`config.mk`:
```
export PLATFORM = sky130hd
export DESIGN_NAME = mpc_top
export DESIGN_NICKNAME = d
export VERILOG_FILES = /design/src/mpc_pkg.sv /design/src/mpc_page_map.sv /design/src/mpc_top.sv
export SDC_FILE = /design/constraint.sdc
export NUM_CORES = 1
export LEC_CHECK = 0
export ABC_AREA = 0
export BUFFER_PORTS_ARGS = -buffer_cell sky130_fd_sc_hd__buf_4
export CORE_ASPECT_RATIO = 1.75
export CORE_MARGIN = 2
export CORE_UTILIZATION = 32
export CTS_CLUSTER_DIAMETER = 50
export CTS_CLUSTER_SIZE = 24
export DETAILED_ROUTE_END_ITERATION = 10
export SLEW_MARGIN = 20
export SYNTH_ARGS = -nofsm -noshare
export SYNTH_HDL_FRONTEND = slang
export SYNTH_HIERARCHICAL = 1
export SYNTH_SLANG_ARGS = --single-unit
```
`constraint.sdc`:
```
create_clock -name i_sys_clk -period 4.18 [get_ports i_sys_clk]
set_clock_uncertainty 0.15 [all_clocks]
set_input_delay 0.836 -clock i_sys_clk [delete_from_list [all_inputs] [get_ports i_sys_clk]]
set_output_delay 0.836 -clock i_sys_clk [all_outputs]
set_load 0.01 [all_outputs]
```
`src/mpc_pkg.sv`:
```
// constants and types of the memory paging control block
package mpc_pkg;
    // register indices, byte address is four times the index
    localparam logic [7:0] IDX_MISC = 8'h13;
    localparam logic [7:0] IDX_STRAP_VIEW = 8'h1D;
    localparam logic [7:0] IDX_PAGE = 8'h30;
    localparam logic [15:0] ADDR_BASE_INIT = 16'hFFFC;
    localparam int IDX_SHIFT = 2;

    // register block base field, 2K aligned
    localparam int BASE_LSB = 11;
    localparam int BASE_W = 5;
    localparam logic [4:0] BASE_RST = 5'h00;

    // strap view field positions
    localparam int ROM_SIZE_LSB = 6;
    localparam int SPLIT_LSB = 0;

    // misc control field positions and reset
    localparam int LO_ROM_DIS_BIT = 1;
    localparam int ROM_EN_BIT = 0;
    localparam logic [1:0] MISC_RST = 2'h1;

    // page index reset options
    localparam logic [5:0] PAGE_RST_ANY = 6'h00;
    localparam logic [5:0] PAGE_RST_SPECIAL = 6'h3C;

    // rom size strap codes
    localparam logic [1:0] ROM_NONE = 2'h0;
    localparam logic [1:0] ROM_16K = 2'h1;
    localparam logic [1:0] ROM_48K = 2'h2;
    localparam logic [1:0] ROM_64K = 2'h3;

    // first on-chip page per paging split code
    localparam logic [5:0] SPLIT0_FIRST = 6'h38;
    localparam logic [5:0] SPLIT1_FIRST = 6'h30;
    localparam logic [5:0] SPLIT2_FIRST = 6'h20;
    localparam logic [5:0] SPLIT3_FIRST = 6'h00;

    // cpu address regions
    localparam logic [1:0] REG_LOW_ROM = 2'h1;
    localparam logic [1:0] REG_WINDOW = 2'h2;
    localparam logic [1:0] REG_HIGH_ROM = 2'h3;

    localparam logic [1:0] RESP_OKAY = 2'h0;
    localparam logic [1:0] RESP_SLVERR = 2'h2;

    typedef enum logic [2:0] {
        MPC_SRC_PERIPH = 3'h1,
        MPC_SRC_FLASH = 3'h2,
        MPC_SRC_EXT = 3'h4
    } mpc_src_t;
endpackage

```
`src/mpc_page_map.sv`:
```
// address decode and page window translation for the cpu bus
`timescale 1ns/1ps
module mpc_page_map (
    input wire logic [15:0] i_cpu_addr,
    input wire logic [5:0] i_page_index_bits,
    input wire logic [1:0] i_rom_size,
    input wire logic [1:0] i_split,
    input wire logic i_rom_enable,
    input wire logic i_lower_half_rom_disable,
    input wire logic [4:0] i_reg_base,
    output mpc_pkg::mpc_src_t o_src,
    output logic [19:0] o_ext_addr
);
    logic [5:0] first_onchip;
    logic in_window;
    logic onchip_page;
    logic big_rom;

    always_comb begin
        case (i_split)
            2'h0: first_onchip = mpc_pkg::SPLIT0_FIRST;
            2'h1: first_onchip = mpc_pkg::SPLIT1_FIRST;
            2'h2: first_onchip = mpc_pkg::SPLIT2_FIRST;
            default: first_onchip = mpc_pkg::SPLIT3_FIRST;
        endcase
    end

    assign in_window = (i_cpu_addr[15:14] == mpc_pkg::REG_WINDOW);
    assign onchip_page = (i_page_index_bits >= first_onchip);
    assign big_rom = (i_rom_size == mpc_pkg::ROM_48K) ||
                     (i_rom_size == mpc_pkg::ROM_64K);

    // registers outrank memory, memory outranks external space
    always_comb begin
        o_src = mpc_pkg::MPC_SRC_EXT;
        if (i_cpu_addr[15:mpc_pkg::BASE_LSB] == i_reg_base) begin
            o_src = mpc_pkg::MPC_SRC_PERIPH;
        end else if (!i_rom_enable || i_rom_size == mpc_pkg::ROM_NONE) begin
            o_src = mpc_pkg::MPC_SRC_EXT;
        end else if (in_window) begin
            if (onchip_page) begin
                o_src = mpc_pkg::MPC_SRC_FLASH;
            end
        end else if (i_cpu_addr[15:14] == mpc_pkg::REG_HIGH_ROM) begin
            o_src = mpc_pkg::MPC_SRC_FLASH;
        end else if (i_cpu_addr[15:14] == mpc_pkg::REG_LOW_ROM) begin
            // fixed lower pages stay reachable through the window
            if (big_rom && !i_lower_half_rom_disable) begin
                o_src = mpc_pkg::MPC_SRC_FLASH;
            end
        end
    end

    // window accesses carry the page number above the 16K offset
    always_comb begin
        if (in_window) begin
            o_ext_addr = {i_page_index_bits, i_cpu_addr[13:0]};
        end else begin
            o_ext_addr = {4'h0, i_cpu_addr};
        end
    end
endmodule

```
`src/mpc_top.sv`:
```
// memory paging control: strap view, page index and cpu bus steering
// Function
// - strap view sits at index 0x1D above the relocatable register base.
// - strap view returns live rom size and paging split strap levels.
// - strap view readable any time; writes to it change nothing.
// - strap view value after reset comes from the strap inputs.
// - bits 7:6 encode rom space none, 16K, 48K, 64K.
// - bits 1:0 encode off/on-chip split 896K/128K up to 0K/1M.
// - 48K and 64K rom accessibility decided by lower-half disable bit.
// - disable bit set blocks fixed lower rom; window still reaches it.
// - page index at index 0x30 above the base, readable any time.
// - six index bits map a 16K page into 0x8000 to 0xBFFF.
// - index n selects page n of 64 for window accesses.
// - page index resets to 0x00 or 0x3C per write permission option.
// - build parameter picks writes in all modes or special modes only.
// - bus write to page index takes effect one cycle later.
// - call and return side path reads and writes index off the bus.
// - side path update completes before the instruction ends.
// - several input data buses muxed onto the cpu read bus.
// - cpu address and write data steered onto outgoing buses.
// - byte lanes of cpu read data swapped as the cpu expects.
`timescale 1ns/1ps
module mpc_top #(
    parameter bit P_WRITE_SPECIAL_ONLY = 1'b0
) (
    input wire logic i_sys_clk,
    input wire logic i_nrst,
    // axi4-lite slave
    input wire logic [15:0] i_awaddr,
    input wire logic i_awvalid,
    output logic o_awready,
    input wire logic [31:0] i_wdata,
    input wire logic [3:0] i_wstrb,
    input wire logic i_wvalid,
    output logic o_wready,
    output logic [1:0] o_bresp,
    output logic o_bvalid,
    input wire logic i_bready,
    input wire logic [15:0] i_araddr,
    input wire logic i_arvalid,
    output logic o_arready,
    output logic [31:0] o_rdata,
    output logic [1:0] o_rresp,
    output logic o_rvalid,
    input wire logic i_rready,
    // integration straps and mode
    input wire logic i_rom_size_strap_hi,
    input wire logic i_rom_size_strap_lo,
    input wire logic i_paging_split_strap_hi,
    input wire logic i_paging_split_strap_lo,
    input wire logic i_special_mode,
    // call and return side path
    input wire logic i_call_page_wr,
    input wire logic [5:0] i_call_page_wdata,
    output logic [5:0] o_call_page_rdata,
    // cpu side
    input wire logic [15:0] i_cpu_addr,
    input wire logic [15:0] i_cpu_wdata,
    input wire logic i_cpu_rd,
    input wire logic i_cpu_wr,
    input wire logic i_cpu_byte,
    output logic [15:0] o_cpu_rdata,
    // source buses towards the core
    input wire logic [15:0] i_periph_rdata,
    input wire logic [15:0] i_flash_rdata,
    input wire logic [15:0] i_ext_rdata,
    // outgoing buses
    output logic [19:0] o_out_addr,
    output logic [15:0] o_out_wdata,
    output logic o_out_rd,
    output logic o_out_wr,
    output logic [2:0] o_out_sel,
    output logic [5:0] o_page_index_bits,
    output logic o_lower_half_rom_disable
);
    logic [4:0] base_q;
    logic [1:0] misc_q;
    logic misc_locked_q;
    logic [5:0] page_q;
    logic [15:0] aw_addr_q;
    logic aw_held_q;
    logic [31:0] w_data_q;
    logic [3:0] w_strb_q;
    logic w_held_q;
    logic [1:0] bresp_q;
    logic bvalid_q;
    logic [31:0] rdata_q;
    logic [1:0] rresp_q;
    logic rvalid_q;
    logic [15:0] cpu_rdata_q;
    logic [19:0] out_addr_q;
    logic [15:0] out_wdata_q;
    logic out_rd_q;
    logic out_wr_q;
    logic [2:0] out_sel_q;
    logic rd_byte_q;
    logic rd_odd_q;
    mpc_pkg::mpc_src_t rd_src_q;

    logic [1:0] rom_size;
    logic [1:0] split;
    logic [7:0] strap_view;
    logic [7:0] page_view;
    logic [7:0] misc_view;
    logic wr_fire;
    logic wr_base;
    logic wr_misc;
    logic wr_page;
    logic wr_hit;
    logic page_wr_ok;
    logic misc_wr_ok;
    logic [15:0] rd_data_w;
    logic rd_hit;
    logic [15:0] src_data;
    mpc_pkg::mpc_src_t cpu_src;
    logic [19:0] map_addr;

    localparam logic [5:0] PAGE_RST = P_WRITE_SPECIAL_ONLY ?
        mpc_pkg::PAGE_RST_SPECIAL : mpc_pkg::PAGE_RST_ANY;

    // strap view is combinational so it follows the pins from reset on
    assign rom_size = {i_rom_size_strap_hi, i_rom_size_strap_lo};
    assign split = {i_paging_split_strap_hi, i_paging_split_strap_lo};
    always_comb begin
        strap_view = 8'h00;
        strap_view[mpc_pkg::ROM_SIZE_LSB +: 2] = rom_size;
        strap_view[mpc_pkg::SPLIT_LSB +: 2] = split;
    end
    assign page_view = {2'h0, page_q};
    assign misc_view = {6'h00, misc_q};

    // register address match against the relocatable base
    function automatic logic at_idx(input logic [15:0] a,
                                    input logic [4:0] base,
                                    input logic [7:0] idx);
        logic [15:0] byte_addr;
        byte_addr = {base, 11'h000} +
                    {6'h00, idx, 2'h0};
        at_idx = (a == byte_addr);
    endfunction

    // write channel: address and data taken in either order
    assign o_awready = !aw_held_q;
    assign o_wready = !w_held_q;
    assign wr_fire = aw_held_q && w_held_q && !bvalid_q;
    assign wr_base = wr_fire && (aw_addr_q == mpc_pkg::ADDR_BASE_INIT);
    assign wr_misc = wr_fire && !wr_base &&
                     at_idx(aw_addr_q, base_q, mpc_pkg::IDX_MISC);
    assign wr_page = wr_fire && !wr_base &&
                     at_idx(aw_addr_q, base_q, mpc_pkg::IDX_PAGE);
    // strap view address is mapped but the write is dropped
    assign wr_hit = wr_base || wr_misc || wr_page ||
                    at_idx(aw_addr_q, base_q, mpc_pkg::IDX_STRAP_VIEW);
    assign page_wr_ok = !P_WRITE_SPECIAL_ONLY || i_special_mode;
    assign misc_wr_ok = i_special_mode || !misc_locked_q;

    always_ff @(posedge i_sys_clk or negedge i_nrst) begin
        if (!i_nrst) begin
            aw_held_q <= 1'b0;
            aw_addr_q <= 16'h0000;
        end else if (i_awvalid && !aw_held_q) begin
            aw_held_q <= 1'b1;
            aw_addr_q <= i_awaddr;
        end else if (wr_fire) begin
            aw_held_q <= 1'b0;
        end
    end

    always_ff @(posedge i_sys_clk or negedge i_nrst) begin
        if (!i_nrst) begin
            w_held_q <= 1'b0;
            w_data_q <= 32'h00000000;
            w_strb_q <= 4'h0;
        end else if (i_wvalid && !w_held_q) begin
            w_held_q <= 1'b1;
            w_data_q <= i_wdata;
            w_strb_q <= i_wstrb;
        end else if (wr_fire) begin
            w_held_q <= 1'b0;
        end
    end

    always_ff @(posedge i_sys_clk or negedge i_nrst) begin
        if (!i_nrst) begin
            bvalid_q <= 1'b0;
            bresp_q <= mpc_pkg::RESP_OKAY;
        end else if (wr_fire) begin
            bvalid_q <= 1'b1;
            bresp_q <= wr_hit ? mpc_pkg::RESP_OKAY : mpc_pkg::RESP_SLVERR;
        end else if (i_bready) begin
            bvalid_q <= 1'b0;
        end
    end
    assign o_bvalid = bvalid_q;
    assign o_bresp = bresp_q;

    // register block base, moves every indexed register with it
    always_ff @(posedge i_sys_clk or negedge i_nrst) begin
        if (!i_nrst) begin
            base_q <= mpc_pkg::BASE_RST;
        end else if (wr_base && w_strb_q[1]) begin
            base_q <= w_data_q[mpc_pkg::BASE_LSB +: mpc_pkg::BASE_W];
        end
    end

    // misc control: write once in normal modes, any time in special
    always_ff @(posedge i_sys_clk or negedge i_nrst) begin
        if (!i_nrst) begin
            misc_q <= mpc_pkg::MISC_RST;
            misc_locked_q <= 1'b0;
        end else if (wr_misc && w_strb_q[0] && misc_wr_ok) begin
            misc_q <= w_data_q[1:0];
            misc_locked_q <= 1'b1;
        end
    end
    assign o_lower_half_rom_disable = misc_q[mpc_pkg::LO_ROM_DIS_BIT];

    // side path wins a clash: the instruction must finish its update
    always_ff @(posedge i_sys_clk or negedge i_nrst) begin
        if (!i_nrst) begin
            page_q <= PAGE_RST;
        end else if (i_call_page_wr) begin
            page_q <= i_call_page_wdata;
        end else if (wr_page && w_strb_q[0] && page_wr_ok) begin
            page_q <= w_data_q[5:0];
        end
    end
    assign o_call_page_rdata = page_q;
    assign o_page_index_bits = page_q;

    // read channel, one outstanding read, answer the cycle after
    always_comb begin
        rd_hit = 1'b1;
        rd_data_w = 16'h0000;
        if (i_araddr == mpc_pkg::ADDR_BASE_INIT) begin
            rd_data_w = {base_q, 11'h000};
        end else if (at_idx(i_araddr, base_q, mpc_pkg::IDX_STRAP_VIEW)) begin
            rd_data_w = {8'h00, strap_view};
        end else if (at_idx(i_araddr, base_q, mpc_pkg::IDX_PAGE)) begin
            rd_data_w = {8'h00, page_view};
        end else if (at_idx(i_araddr, base_q, mpc_pkg::IDX_MISC)) begin
            rd_data_w = {8'h00, misc_view};
        end else begin
            rd_hit = 1'b0;
        end
    end
    assign o_arready = !rvalid_q;

    always_ff @(posedge i_sys_clk or negedge i_nrst) begin
        if (!i_nrst) begin
            rvalid_q <= 1'b0;
            rdata_q <= 32'h00000000;
            rresp_q <= mpc_pkg::RESP_OKAY;
        end else if (i_arvalid && !rvalid_q) begin
            rvalid_q <= 1'b1;
            rdata_q <= {16'h0000, rd_data_w};
            rresp_q <= rd_hit ? mpc_pkg::RESP_OKAY : mpc_pkg::RESP_SLVERR;
        end else if (i_rready) begin
            rvalid_q <= 1'b0;
        end
    end
    assign o_rvalid = rvalid_q;
    assign o_rdata = rdata_q;
    assign o_rresp = rresp_q;

    mpc_page_map u_map (
        .i_cpu_addr(i_cpu_addr),
        .i_page_index_bits(page_q),
        .i_rom_size(rom_size),
        .i_split(split),
        .i_rom_enable(misc_q[mpc_pkg::ROM_EN_BIT]),
        .i_lower_half_rom_disable(misc_q[mpc_pkg::LO_ROM_DIS_BIT]),
        .i_reg_base(base_q),
        .o_src(cpu_src),
        .o_ext_addr(map_addr)
    );

    // outgoing address and write data, registered one cycle
    always_ff @(posedge i_sys_clk or negedge i_nrst) begin
        if (!i_nrst) begin
            out_addr_q <= 20'h00000;
            out_wdata_q <= 16'h0000;
            out_rd_q <= 1'b0;
            out_wr_q <= 1'b0;
            out_sel_q <= 3'h0;
        end else begin
            out_addr_q <= map_addr;
            out_rd_q <= i_cpu_rd;
            out_wr_q <= i_cpu_wr;
            out_sel_q <= (i_cpu_rd || i_cpu_wr) ? cpu_src : 3'h0;
            // a byte write is copied onto both lanes
            if (i_cpu_byte) begin
                out_wdata_q <= {i_cpu_wdata[7:0], i_cpu_wdata[7:0]};
            end else begin
                out_wdata_q <= i_cpu_wdata;
            end
        end
    end
    assign o_out_addr = out_addr_q;
    assign o_out_wdata = out_wdata_q;
    assign o_out_rd = out_rd_q;
    assign o_out_wr = out_wr_q;
    assign o_out_sel = out_sel_q;

    // read steering: sources answer one cycle after the request
    always_ff @(posedge i_sys_clk or negedge i_nrst) begin
        if (!i_nrst) begin
            rd_src_q <= mpc_pkg::MPC_SRC_EXT;
            rd_byte_q <= 1'b0;
            rd_odd_q <= 1'b0;
        end else if (i_cpu_rd) begin
            rd_src_q <= cpu_src;
            rd_byte_q <= i_cpu_byte;
            rd_odd_q <= i_cpu_addr[0];
        end
    end

    always_comb begin
        case (rd_src_q)
            mpc_pkg::MPC_SRC_PERIPH: src_data = i_periph_rdata;
            mpc_pkg::MPC_SRC_FLASH: src_data = i_flash_rdata;
            default: src_data = i_ext_rdata;
        endcase
    end

    // big-endian bus: an even byte arrives in the high lane
    always_ff @(posedge i_sys_clk or negedge i_nrst) begin
        if (!i_nrst) begin
            cpu_rdata_q <= 16'h0000;
        end else if (rd_byte_q && !rd_odd_q) begin
            cpu_rdata_q <= {8'h00, src_data[15:8]};
        end else if (rd_byte_q) begin
            cpu_rdata_q <= {8'h00, src_data[7:0]};
        end else begin
            cpu_rdata_q <= src_data;
        end
    end
    assign o_cpu_rdata = cpu_rdata_q;
endmodule

```
After elaboration in Yosys (flattened, before gate mapping)
Index checks and enable logic that the tools add are counted.
W data, S select, Z words.
{"block": "totals", "regBits": 134, "n_memories": 0, "latchBits": 0, "word_cells": 116, "output_inout_bits": 111, "in_bits": 170, "romBits": 0, "ramBits": 0}
{"block": "classes", "n_bitwise": 0, "n_eq_ne": 18, "n_div": 0, "multipliers": 0, "add_sub_neg": 3, "shifts": 0, "reduce_logical": 38, "magnitude_cmp": 1, "n_mux": 33}
{"op": "$eq A16 B16 Y1", "n": 6}
{"op": "$mux W16", "n": 4}
{"op": "$add A16 B7 Y16 const B", "n": 2}
{"op": "$eq A16 B16 Y1 const B", "n": 2}
{"op": "$pmux W16 S2", "n": 1}
{"op": "$mux W3", "n": 8}
{"op": "$mux W20", "n": 1}
{"op": "$mux W6", "n": 3}
{"op": "$pmux W6 S3", "n": 1}
{"op": "$add A16 B8 Y16 const B", "n": 1}
{"op": "$logic_and A1 B1 Y1", "n": 15}
{"op": "$mux W1", "n": 11}
{"op": "$eq A2 B2 Y1 const B", "n": 5}
{"op": "$reduce_bool A2 Y1", "n": 5}
{"op": "$logic_not A1 Y1", "n": 9}
{"op": "$mux W8", "n": 1}
{"op": "$logic_or A1 B1 Y1", "n": 7}
{"op": "$ge A6 B6 Y1", "n": 1}
{"op": "$mux W2", "n": 3}
{"op": "$eq A5 B5 Y1", "n": 1}
{"op": "$eq A2 B1 Y1 const B", "n": 2}
{"op": "$logic_not A2 Y1", "n": 2}
{"op": "$eq A3 B1 Y1 const B", "n": 1}
{"op": "$eq A3 B2 Y1 const B", "n": 1}

Depth between registers and ports, before layout
Gate-level depths: netlist of run 1.
{"block": "depth", "ltp_word": 10, "depth_mapped": 7}

Cells and area by module
The synthesis of run 1 kept the hierarchy.
{"module": "mpc_top", "area_per_inst_um2": 5317.6, "n_inst": 1, "seq_area_each_um2": 3105.5, "cells_per_inst": 428}
{"module": "mpc_page_map", "area_per_inst_um2": 326.6, "n_inst": 1, "seq_area_each_um2": 0.0, "cells_per_inst": 46}

Worst setup path after synthesis of run 1
No wires, ideal clock.
{"block": "synth_timing", "kind": "input-to-reg", "from": "input i_araddr[9]", "to": "register rdata_q[2] (netlist: o_rdata[2])", "t_arrival_ps": 2253, "path_stages": 4, "path_buffers": 0, "setup_slack_ps": 1644, "t_required_ps": 3896, "setup_ps": 134, "path_cell_list": "or3b_4 > or4_4 > o41ai_4 > o21ai_1"}
{"block": "synth_between", "elab_chain_len": 4}
{"element": "start, declared", "line": "mpc_top.sv:39", "rtl": "input wire logic [15:0] i_araddr,"}
{"element": "$eq A16 B16 Y1", "line": "mpc_top.sv:139", "rtl": "at_idx = (a == byte_addr);"}
{"element": "$mux W6", "line": "mpc_top.sv:239", "rtl": "end else if (at_idx(i_araddr, base_q, mpc_pkg::IDX_PAGE)) begin"}
{"element": "$mux W8", "line": "mpc_top.sv:237", "rtl": "end else if (at_idx(i_araddr, base_q, mpc_pkg::IDX_STRAP_VIEW)) begin"}
{"element": "$mux W16 *", "line": "mpc_top.sv:235", "rtl": "if (i_araddr == mpc_pkg::ADDR_BASE_INIT) begin"}
{"element": "end signal, assigned", "line": "mpc_top.sv:256", "rtl": "rdata_q <= {16'h0000, rd_data_w};"}
{"element": "end, declared", "line": "mpc_top.sv:87", "rtl": "logic [31:0] rdata_q;"}
Mark *: on every way between the ends. The rest lies on a longest branch, timed or not.
A chain may end at the register's enable or synchronous reset.

Worst setup path after layout of run 1
{"block": "layout_timing", "from": "input i_araddr[9]", "to": "register rdata_q[5] (netlist: o_rdata[5])"}
Same word-level chain as after synthesis.

==> impl_metrics.py, run 1 <==
metrics = {
    "placement": {
        "gp_congestion": 0.857,
        "dpl_worst_slack_ns": 1.36,
        "dp_hpwl_mm": 12.4,
        "io_buffers": 236,
    },
    "setup_path": {
        "cp_max_fo": 5,
        "crit_family": "simple AND/OR/NAND/NOR gates",
        "critPathRequiredTime_ns": 4.31,
        "arrival_ns": 2.51,
        "path_buf_inv": 1,
        "critPathKind": "primary input to flip-flop",
        "startpoint_type": "primary input",
        "end_kind": "flip-flop",
        "critical_path.slowest_cell": "or4_4",
        "crit_chain": "buf_4 -> or3b_4 -> or4_4 -> o41ai_4 -> o21ai_1",
        "worst_path_largest_cell_delay_ns": 0.53,
    },
    "cts": {
        "clock_path_buffers": 2,
        "numClockSinks": 124,
        "clk_pin_slew_ns": 0.06,
        "clockRootBuffer": "clkbuf_16",
        "htreeDepth": 4,
        "post-cts-setup-buffer-count": 0,
        "clk_latency_ns": 0.42,
        "cts_resized": 0,
        "postCtsHoldBufs": 0,
        "numCtsBuffers": 17,
        "cts_tree": "built",
    },
    "grt": {
        "antenna_found_initial": 0,
        "grt_util_met2": 0.316,
        "grt_max_degree": 125,
        "grt_pass1_wl_mm": 25.2,
        "grt_pass1_vias": 4759,
        "busiest_layer": "met2",
        "grt_use_total": 0.174,
        "grt_use_met3": 0.0431,
        "gr-usage-met1": 0.187,
        "gr-total-overflow": 0,
    },
    "worst_hold_path": {
        "hp-class": "flip-flop to flip-flop",
    },
    "route": {
        "routed_via_density": 4.84,
        "drtIter0Drc": 154,
        "firstDrtPassIters": 5,
        "wl_mm": 16.0,
        "via_count": 4545,
        "drt-wirelength-per-cell_um": 17.0,
        "drc": 0,
        "ant_nets": 0,
    },
    "die": {
        "io_pins": 281,
        "die_x_um": 104,
        "rows": 64,
        "start_util": 0.325,
        "core_um2": 17400,
        "die_y_um": 180,
        "dieArea_um2": 18800,
    },
    "sta": {
        "hold_viol": 0,
        "fin_ws_ns": 1.80,
        "tns_ns": 0,
        "tightest_slew_ns": 1.09,
        "setup_viol": 0,
        "whs_ns": 0.315,
        "maxSlewHeadroom": 0.275,
        "min_period_ns": 2.38,
        "slew_violations": 0,
        "max_freq_mhz": 421,
        "fin_crit_sh": 0.568,
        "rsz0062_at_grt": "false",
    },
    "logic_synthesis": {
        "synth.most_common_cell": "dfrtp_1",
        "synth-edff-count": 0,
        "netlist_instances": 474,
        "synthTopCellsByArea": "dfrtp_1, mux2_2, buf_4",
        "avgSynthCellArea_um2": 11.9,
        "ys_seq_elements": 124,
        "synthDistinctLibCells": 52,
        "syn_area_um2": 5640,
        "yosysWarningCount": 6,
        "ys_seq_area_frac": 0.550,
        "synth_top_cell_area_share": 0.541,
        "synth.cells.most_frequent": "dfrtp_1, mux2_2, buf_4",
        "ys.flop_type": "dfrtp_1",
        "synth_top_cell_by_area": "dfrtp_1",
        "postSynth.asyncResetShare": 1.00,
    },
    "layout": {
        "n_fill_cell": 1636,
        "area_delta_synth_final_pct": 43.4,
        "nets": 868,
        "drive_above_1_share": 0.469,
        "fin_util": 0.466,
        "antenna_cells": 0,
    },
    "outcome": {
        "status": "complete, no violations",
    },
    "run": {
        "maxCapViolations": 0,
    },
    "pwr": {
        "leakagePower_uw": 0.00381,
        "vdd_drop_max_mv": 0.270,
        "power_density_nw_per_um2": 487,
    },
}
[cell usage in the layout, fill, tap and decap left out, types with 3 or more instances in the layout]
cell type,n
a211oi_1,8
a21o_1,3
a21oi_1,24
a22o_1,21
a41oi_1,6
and2_1,12
and3_1,5
and4_1,3
buf_4,241
bufinv_16,4
clkbuf_16,17
clkbuf_8,3
clkinv_2,3
clkinvlp_4,4
conb_1,21
dfrtp_1,122
ha_1,3
inv_1,8
mux2_2,49
nand2_1,15
nand3_1,5
nand4_1,13
nor2_1,24
nor2b_1,16
nor3_1,5
nor3b_1,5
nor4_1,4
o211ai_1,3
o21ai_0,5
o21ai_1,5
o41ai_1,6
xnor2_1,11
xor2_1,4
[layer usage]
layer  vias up  routed length (µm)
met5         -                   0
met4         0                 523
met3        32                 736
met2       156                8830
met1      2253                5890
li1       2104                   -
[metrics by stage]
step	instance area, µm²	cells	total power [µW]
after global routing	8090	939	4140
final	8090	939	3940
after global placement	7460	907	2360
after CTS	8090	939	3990
after floorplan	5720	494	2030
after detailed placement	7460	907	2400
[cells by family after synthesis]
| kind of cell | count (synthesis) | share of synthesized area |
|---|---|---|
| AOI/OAI and AO/OA | 91 | 0.119 |
| and+or+nand+nor | 123 | 0.129 |
| xor gates and xnor gates | 15 | 0.0233 |
| muxes | 49 | 0.0978 |
| buffers and inverters | 68 | 0.0727 |
| DFF | 124 | 0.550 |
| other | 1 | 0.000664 |
| adders and majority gates | 3 | 0.00665 |
[path summary, 6_finish.rpt]
check | from | endpoint | slack (ns) | cells after the start
max in group asynchronous | i_nrst | o_out_addr[19] | 2.98 | 2
max reg2reg | o_bvalid | misc_q[1] | 1.89 | 4
min reg2reg | misc_locked_q | misc_locked_q | 0.32 | 1
min | misc_locked_q | misc_locked_q | 0.32 | 1
min in group asynchronous | i_nrst | o_out_addr[7] | 0.34 | 2
max | i_araddr[9] | o_rdata[5] | 1.80 | 5
[registers in the layout, indices dropped and copies added, names as in the netlist, 2 cells and up]
register	count
w_data_q	11
rd_src_q	3
aw_addr_q	16
w_strb_q	2
o_cpu_rdata	16
o_out_wdata	16
o_call_page_rdata	6
o_rdata	13
o_out_addr	20
o_out_sel	3
base_q	5
misc_q	2
[final cells by class]
cell class / instances / area (µm²) / share of cell area
Clock buffer: 21 / 470 / 0.0581
Clock inverter: 11 / 165 / 0.0204
Inverter: 8 / 30.0 / 0.00371
Multi-Input combinational cell: 302 / 2200 / 0.272
Sequential cell: 124 / 3110 / 0.384
Tap cell: 231 / 289 / 0.0357
Timing Repair Buffer: 242 / 1830 / 0.226
[report_power, final]
group          internal (µW)  switching (µW)  total (µW)
Sequential              1410             159        1570
Clock                   1040             536        1580
Combinational            433             356         789
No activity file was read; power rests on OpenSTA's default activity.
==> run 2, diff against run 1 <==
Clock period 4.18 ns to 2.4 ns, I/O delays scaled along.
==> run 2 against run 1 <==
Net effect: die area unchanged; total power increased by 68%; sequential power is 75% higher; clock-buffer cell count fell by 3; critical path depth fell by 1; largest cell class unchanged; largest power group is now sequential cells.
==> impl_metrics.py, run 2 (synthesis results as in run 1) <==
metrics = {
    "outcome": {
        "status": "complete, no violations",
    },
    "route": {
        "drt-wirelength-per-cell_um": 17.1,
        "drc": 0,
        "firstDrtPassIters": 4,
        "via_count": 4602,
        "met1Wirelength_mm": 5.77,
        "wl_mm": 16.3,
        "routed-wl-met3_um": 793,
        "routed_via_density": 4.83,
        "drtIter0Drc": 153,
        "ant_nets": 0,
        "dr_wl_met2_mm": 9.25,
        "top_layer_used": "met4",
    },
    "sta": {
        "setup_viol": 0,
        "maxSlewHeadroom": 0.495,
        "rsz0062_at_grt": "false",
        "slew_violations": 0,
        "min_period_ns": 2.19,
        "tightest_slew_ns": 0.756,
        "tns_ns": 0,
        "max_freq_mhz": 456,
        "whs_ns": 0.0261,
        "fin_crit_sh": 0.913,
        "hold_viol": 0,
    },
    "setup_path": {
        "arrival_ns": 2.33,
        "cp_max_fo": 5,
        "rr_worst_depth": 4,
        "reg2reg_slack_ns": 0.21,
        "critPathRequiredTime_ns": 2.54,
        "rr_endpoint": "misc_q[1]",
        "end_kind": "flip-flop",
        "crit_family": "simple AND/OR/NAND/NOR gates",
        "worst_path_largest_cell_delay_ns": 0.54,
        "startpoint_type": "flip-flop",
        "timing.rr.start": "base_q[2]",
        "path_buf_inv": 0,
        "critPathKind": "flip-flop to flip-flop",
        "crit_chain": "xnor2_1 -> nand4_1 -> nor4_1 -> mux2_2",
        "critical_path.slowest_cell": "nor4_1",
    },
    "grt": {
        "grt_pass1_wl_mm": 26.0,
        "grt_use_total": 0.177,
        "antenna_found_initial": 0,
        "grt_max_degree": 62,
        "grt_pass1_vias": 4969,
        "gr-total-overflow": 0,
    },
    "run": {
        "maxCapViolations": 0,
    },
    "worst_hold_path": {
        "hp-class": "primary input to flip-flop",
        "whs_endpoint": "o_out_addr[3]",
        "min_path_cells": 1,
        "min-delay-start": "i_cpu_addr[3]",
    },
    "pwr": {
        "power_density_nw_per_um2": 812,
        "vdd_drop_max_mv": 0.470,
        "leakagePower_uw": 0.00384,
    },
    "cts": {
        "clockRootBuffer": "clkbuf_16",
        "clock_path_buffers": 2,
        "numCtsBuffers": 17,
        "clk_pin_slew_ns": 0.06,
        "post-cts-setup-buffer-count": 0,
        "cts_tree": "built",
        "htreeDepth": 4,
        "clk_latency_ns": 0.40,
        "numClockSinks": 124,
    },
    "die": {
        "rows": 64,
        "die_x_um": 104,
        "die_y_um": 180,
        "dieArea_um2": 18800,
        "core_um2": 17400,
        "io_pins": 281,
        "start_util": 0.325,
    },
    "layout": {
        "antenna_cells": 0,
        "nets": 881,
        "mostFrequentLayoutCell": "buf_4",
        "area_delta_synth_final_pct": 44.5,
        "largest_reg_flops": 20,
        "final_cell_mix": "buf_4, dfrtp_1, mux2_2, a21oi_1, nor2_1",
        "drive_above_1_share": 0.474,
    },
    "placement": {
        "gp_congestion": 0.857,
        "io_buffers": 236,
        "dp_hpwl_mm": 12.8,
    },
}
## run 2: area by class of cell
cell class	instances	area, µm²
Sequential cell	124	3110
Inverter	8	30.0
Tap cell	231	289
Clock buffer	18	429
Fill cell	1611	9220
Multi-Input combinational cell	302	2220
Timing Repair Buffer	255	1950
Clock inverter	14	136
## run 2: worst register-to-register path, stage by stage, from the launching register on
cell	delay, ns
dfrtp_1	0.46
xnor2_1	0.32
nand4_1	0.21
nor4_1	0.54
mux2_2	0.39
## run 2: power breakdown
part / leakage [µW] / internal, µW / switching [µW] / total, µW
sequential: 0.00151 / 2460 / 274 / 2740
combinational: 0.00207 / 799 / 637 / 1440
clock: 0.000257 / 1440 / 1010 / 2450
## run 2: through the flow
stage / utilization / std cells / setup WS [ns] / cell area [µm²] / power [µW]
5_1_grt: 0.469 / 952 / 0.0582 / 8160 / 6990
6_report: 0.469 / 952 / 0.208 / 8160 / 6620
3_5_place_dp: 0.434 / 916 / -0.146 / 7540 / 4230
4_1_cts: 0.469 / 952 / 0.173 / 8160 / 6730
3_3_place_gp: 0.434 / 916 / -0.0279 / 7540 / 4170
2_1_floorplan: - / 494 / 0.220 / 5720 / 3540
## run 2: per-layer routing
| metal | up-vias | GRT usage |
|---|---|---|
| li1 | 2125 | - |
| met1 | 2276 | 0.188 |
| met2 | 168 | 0.331 |
| met3 | 33 | 0.0384 |
| met4 | 0 | 0.0795 |
| met5 | - | 0 |
## run 2: what timing repair did
item,in CTS,in global routing
endpoints found under the setup margin,16,0
hold buffers,4,0
hold endpoints to repair,10,0
resized for setup,2,0
## run 2: worst max-delay path by stage
stage,from,endpoint,slack (ns),depth (start not counted)
global route,base_q[2],misc_q[1],0.06,4
global placement,rd_src_q[0],o_cpu_rdata[1],-0.03,4
detailed placement,rd_src_q[0],o_cpu_rdata[1],-0.15,4
finish,base_q[2],misc_q[1],0.21,4
floorplan,i_araddr[9],o_rdata[2],0.22,4
CTS,rd_src_q[0],o_cpu_rdata[1],0.17,4
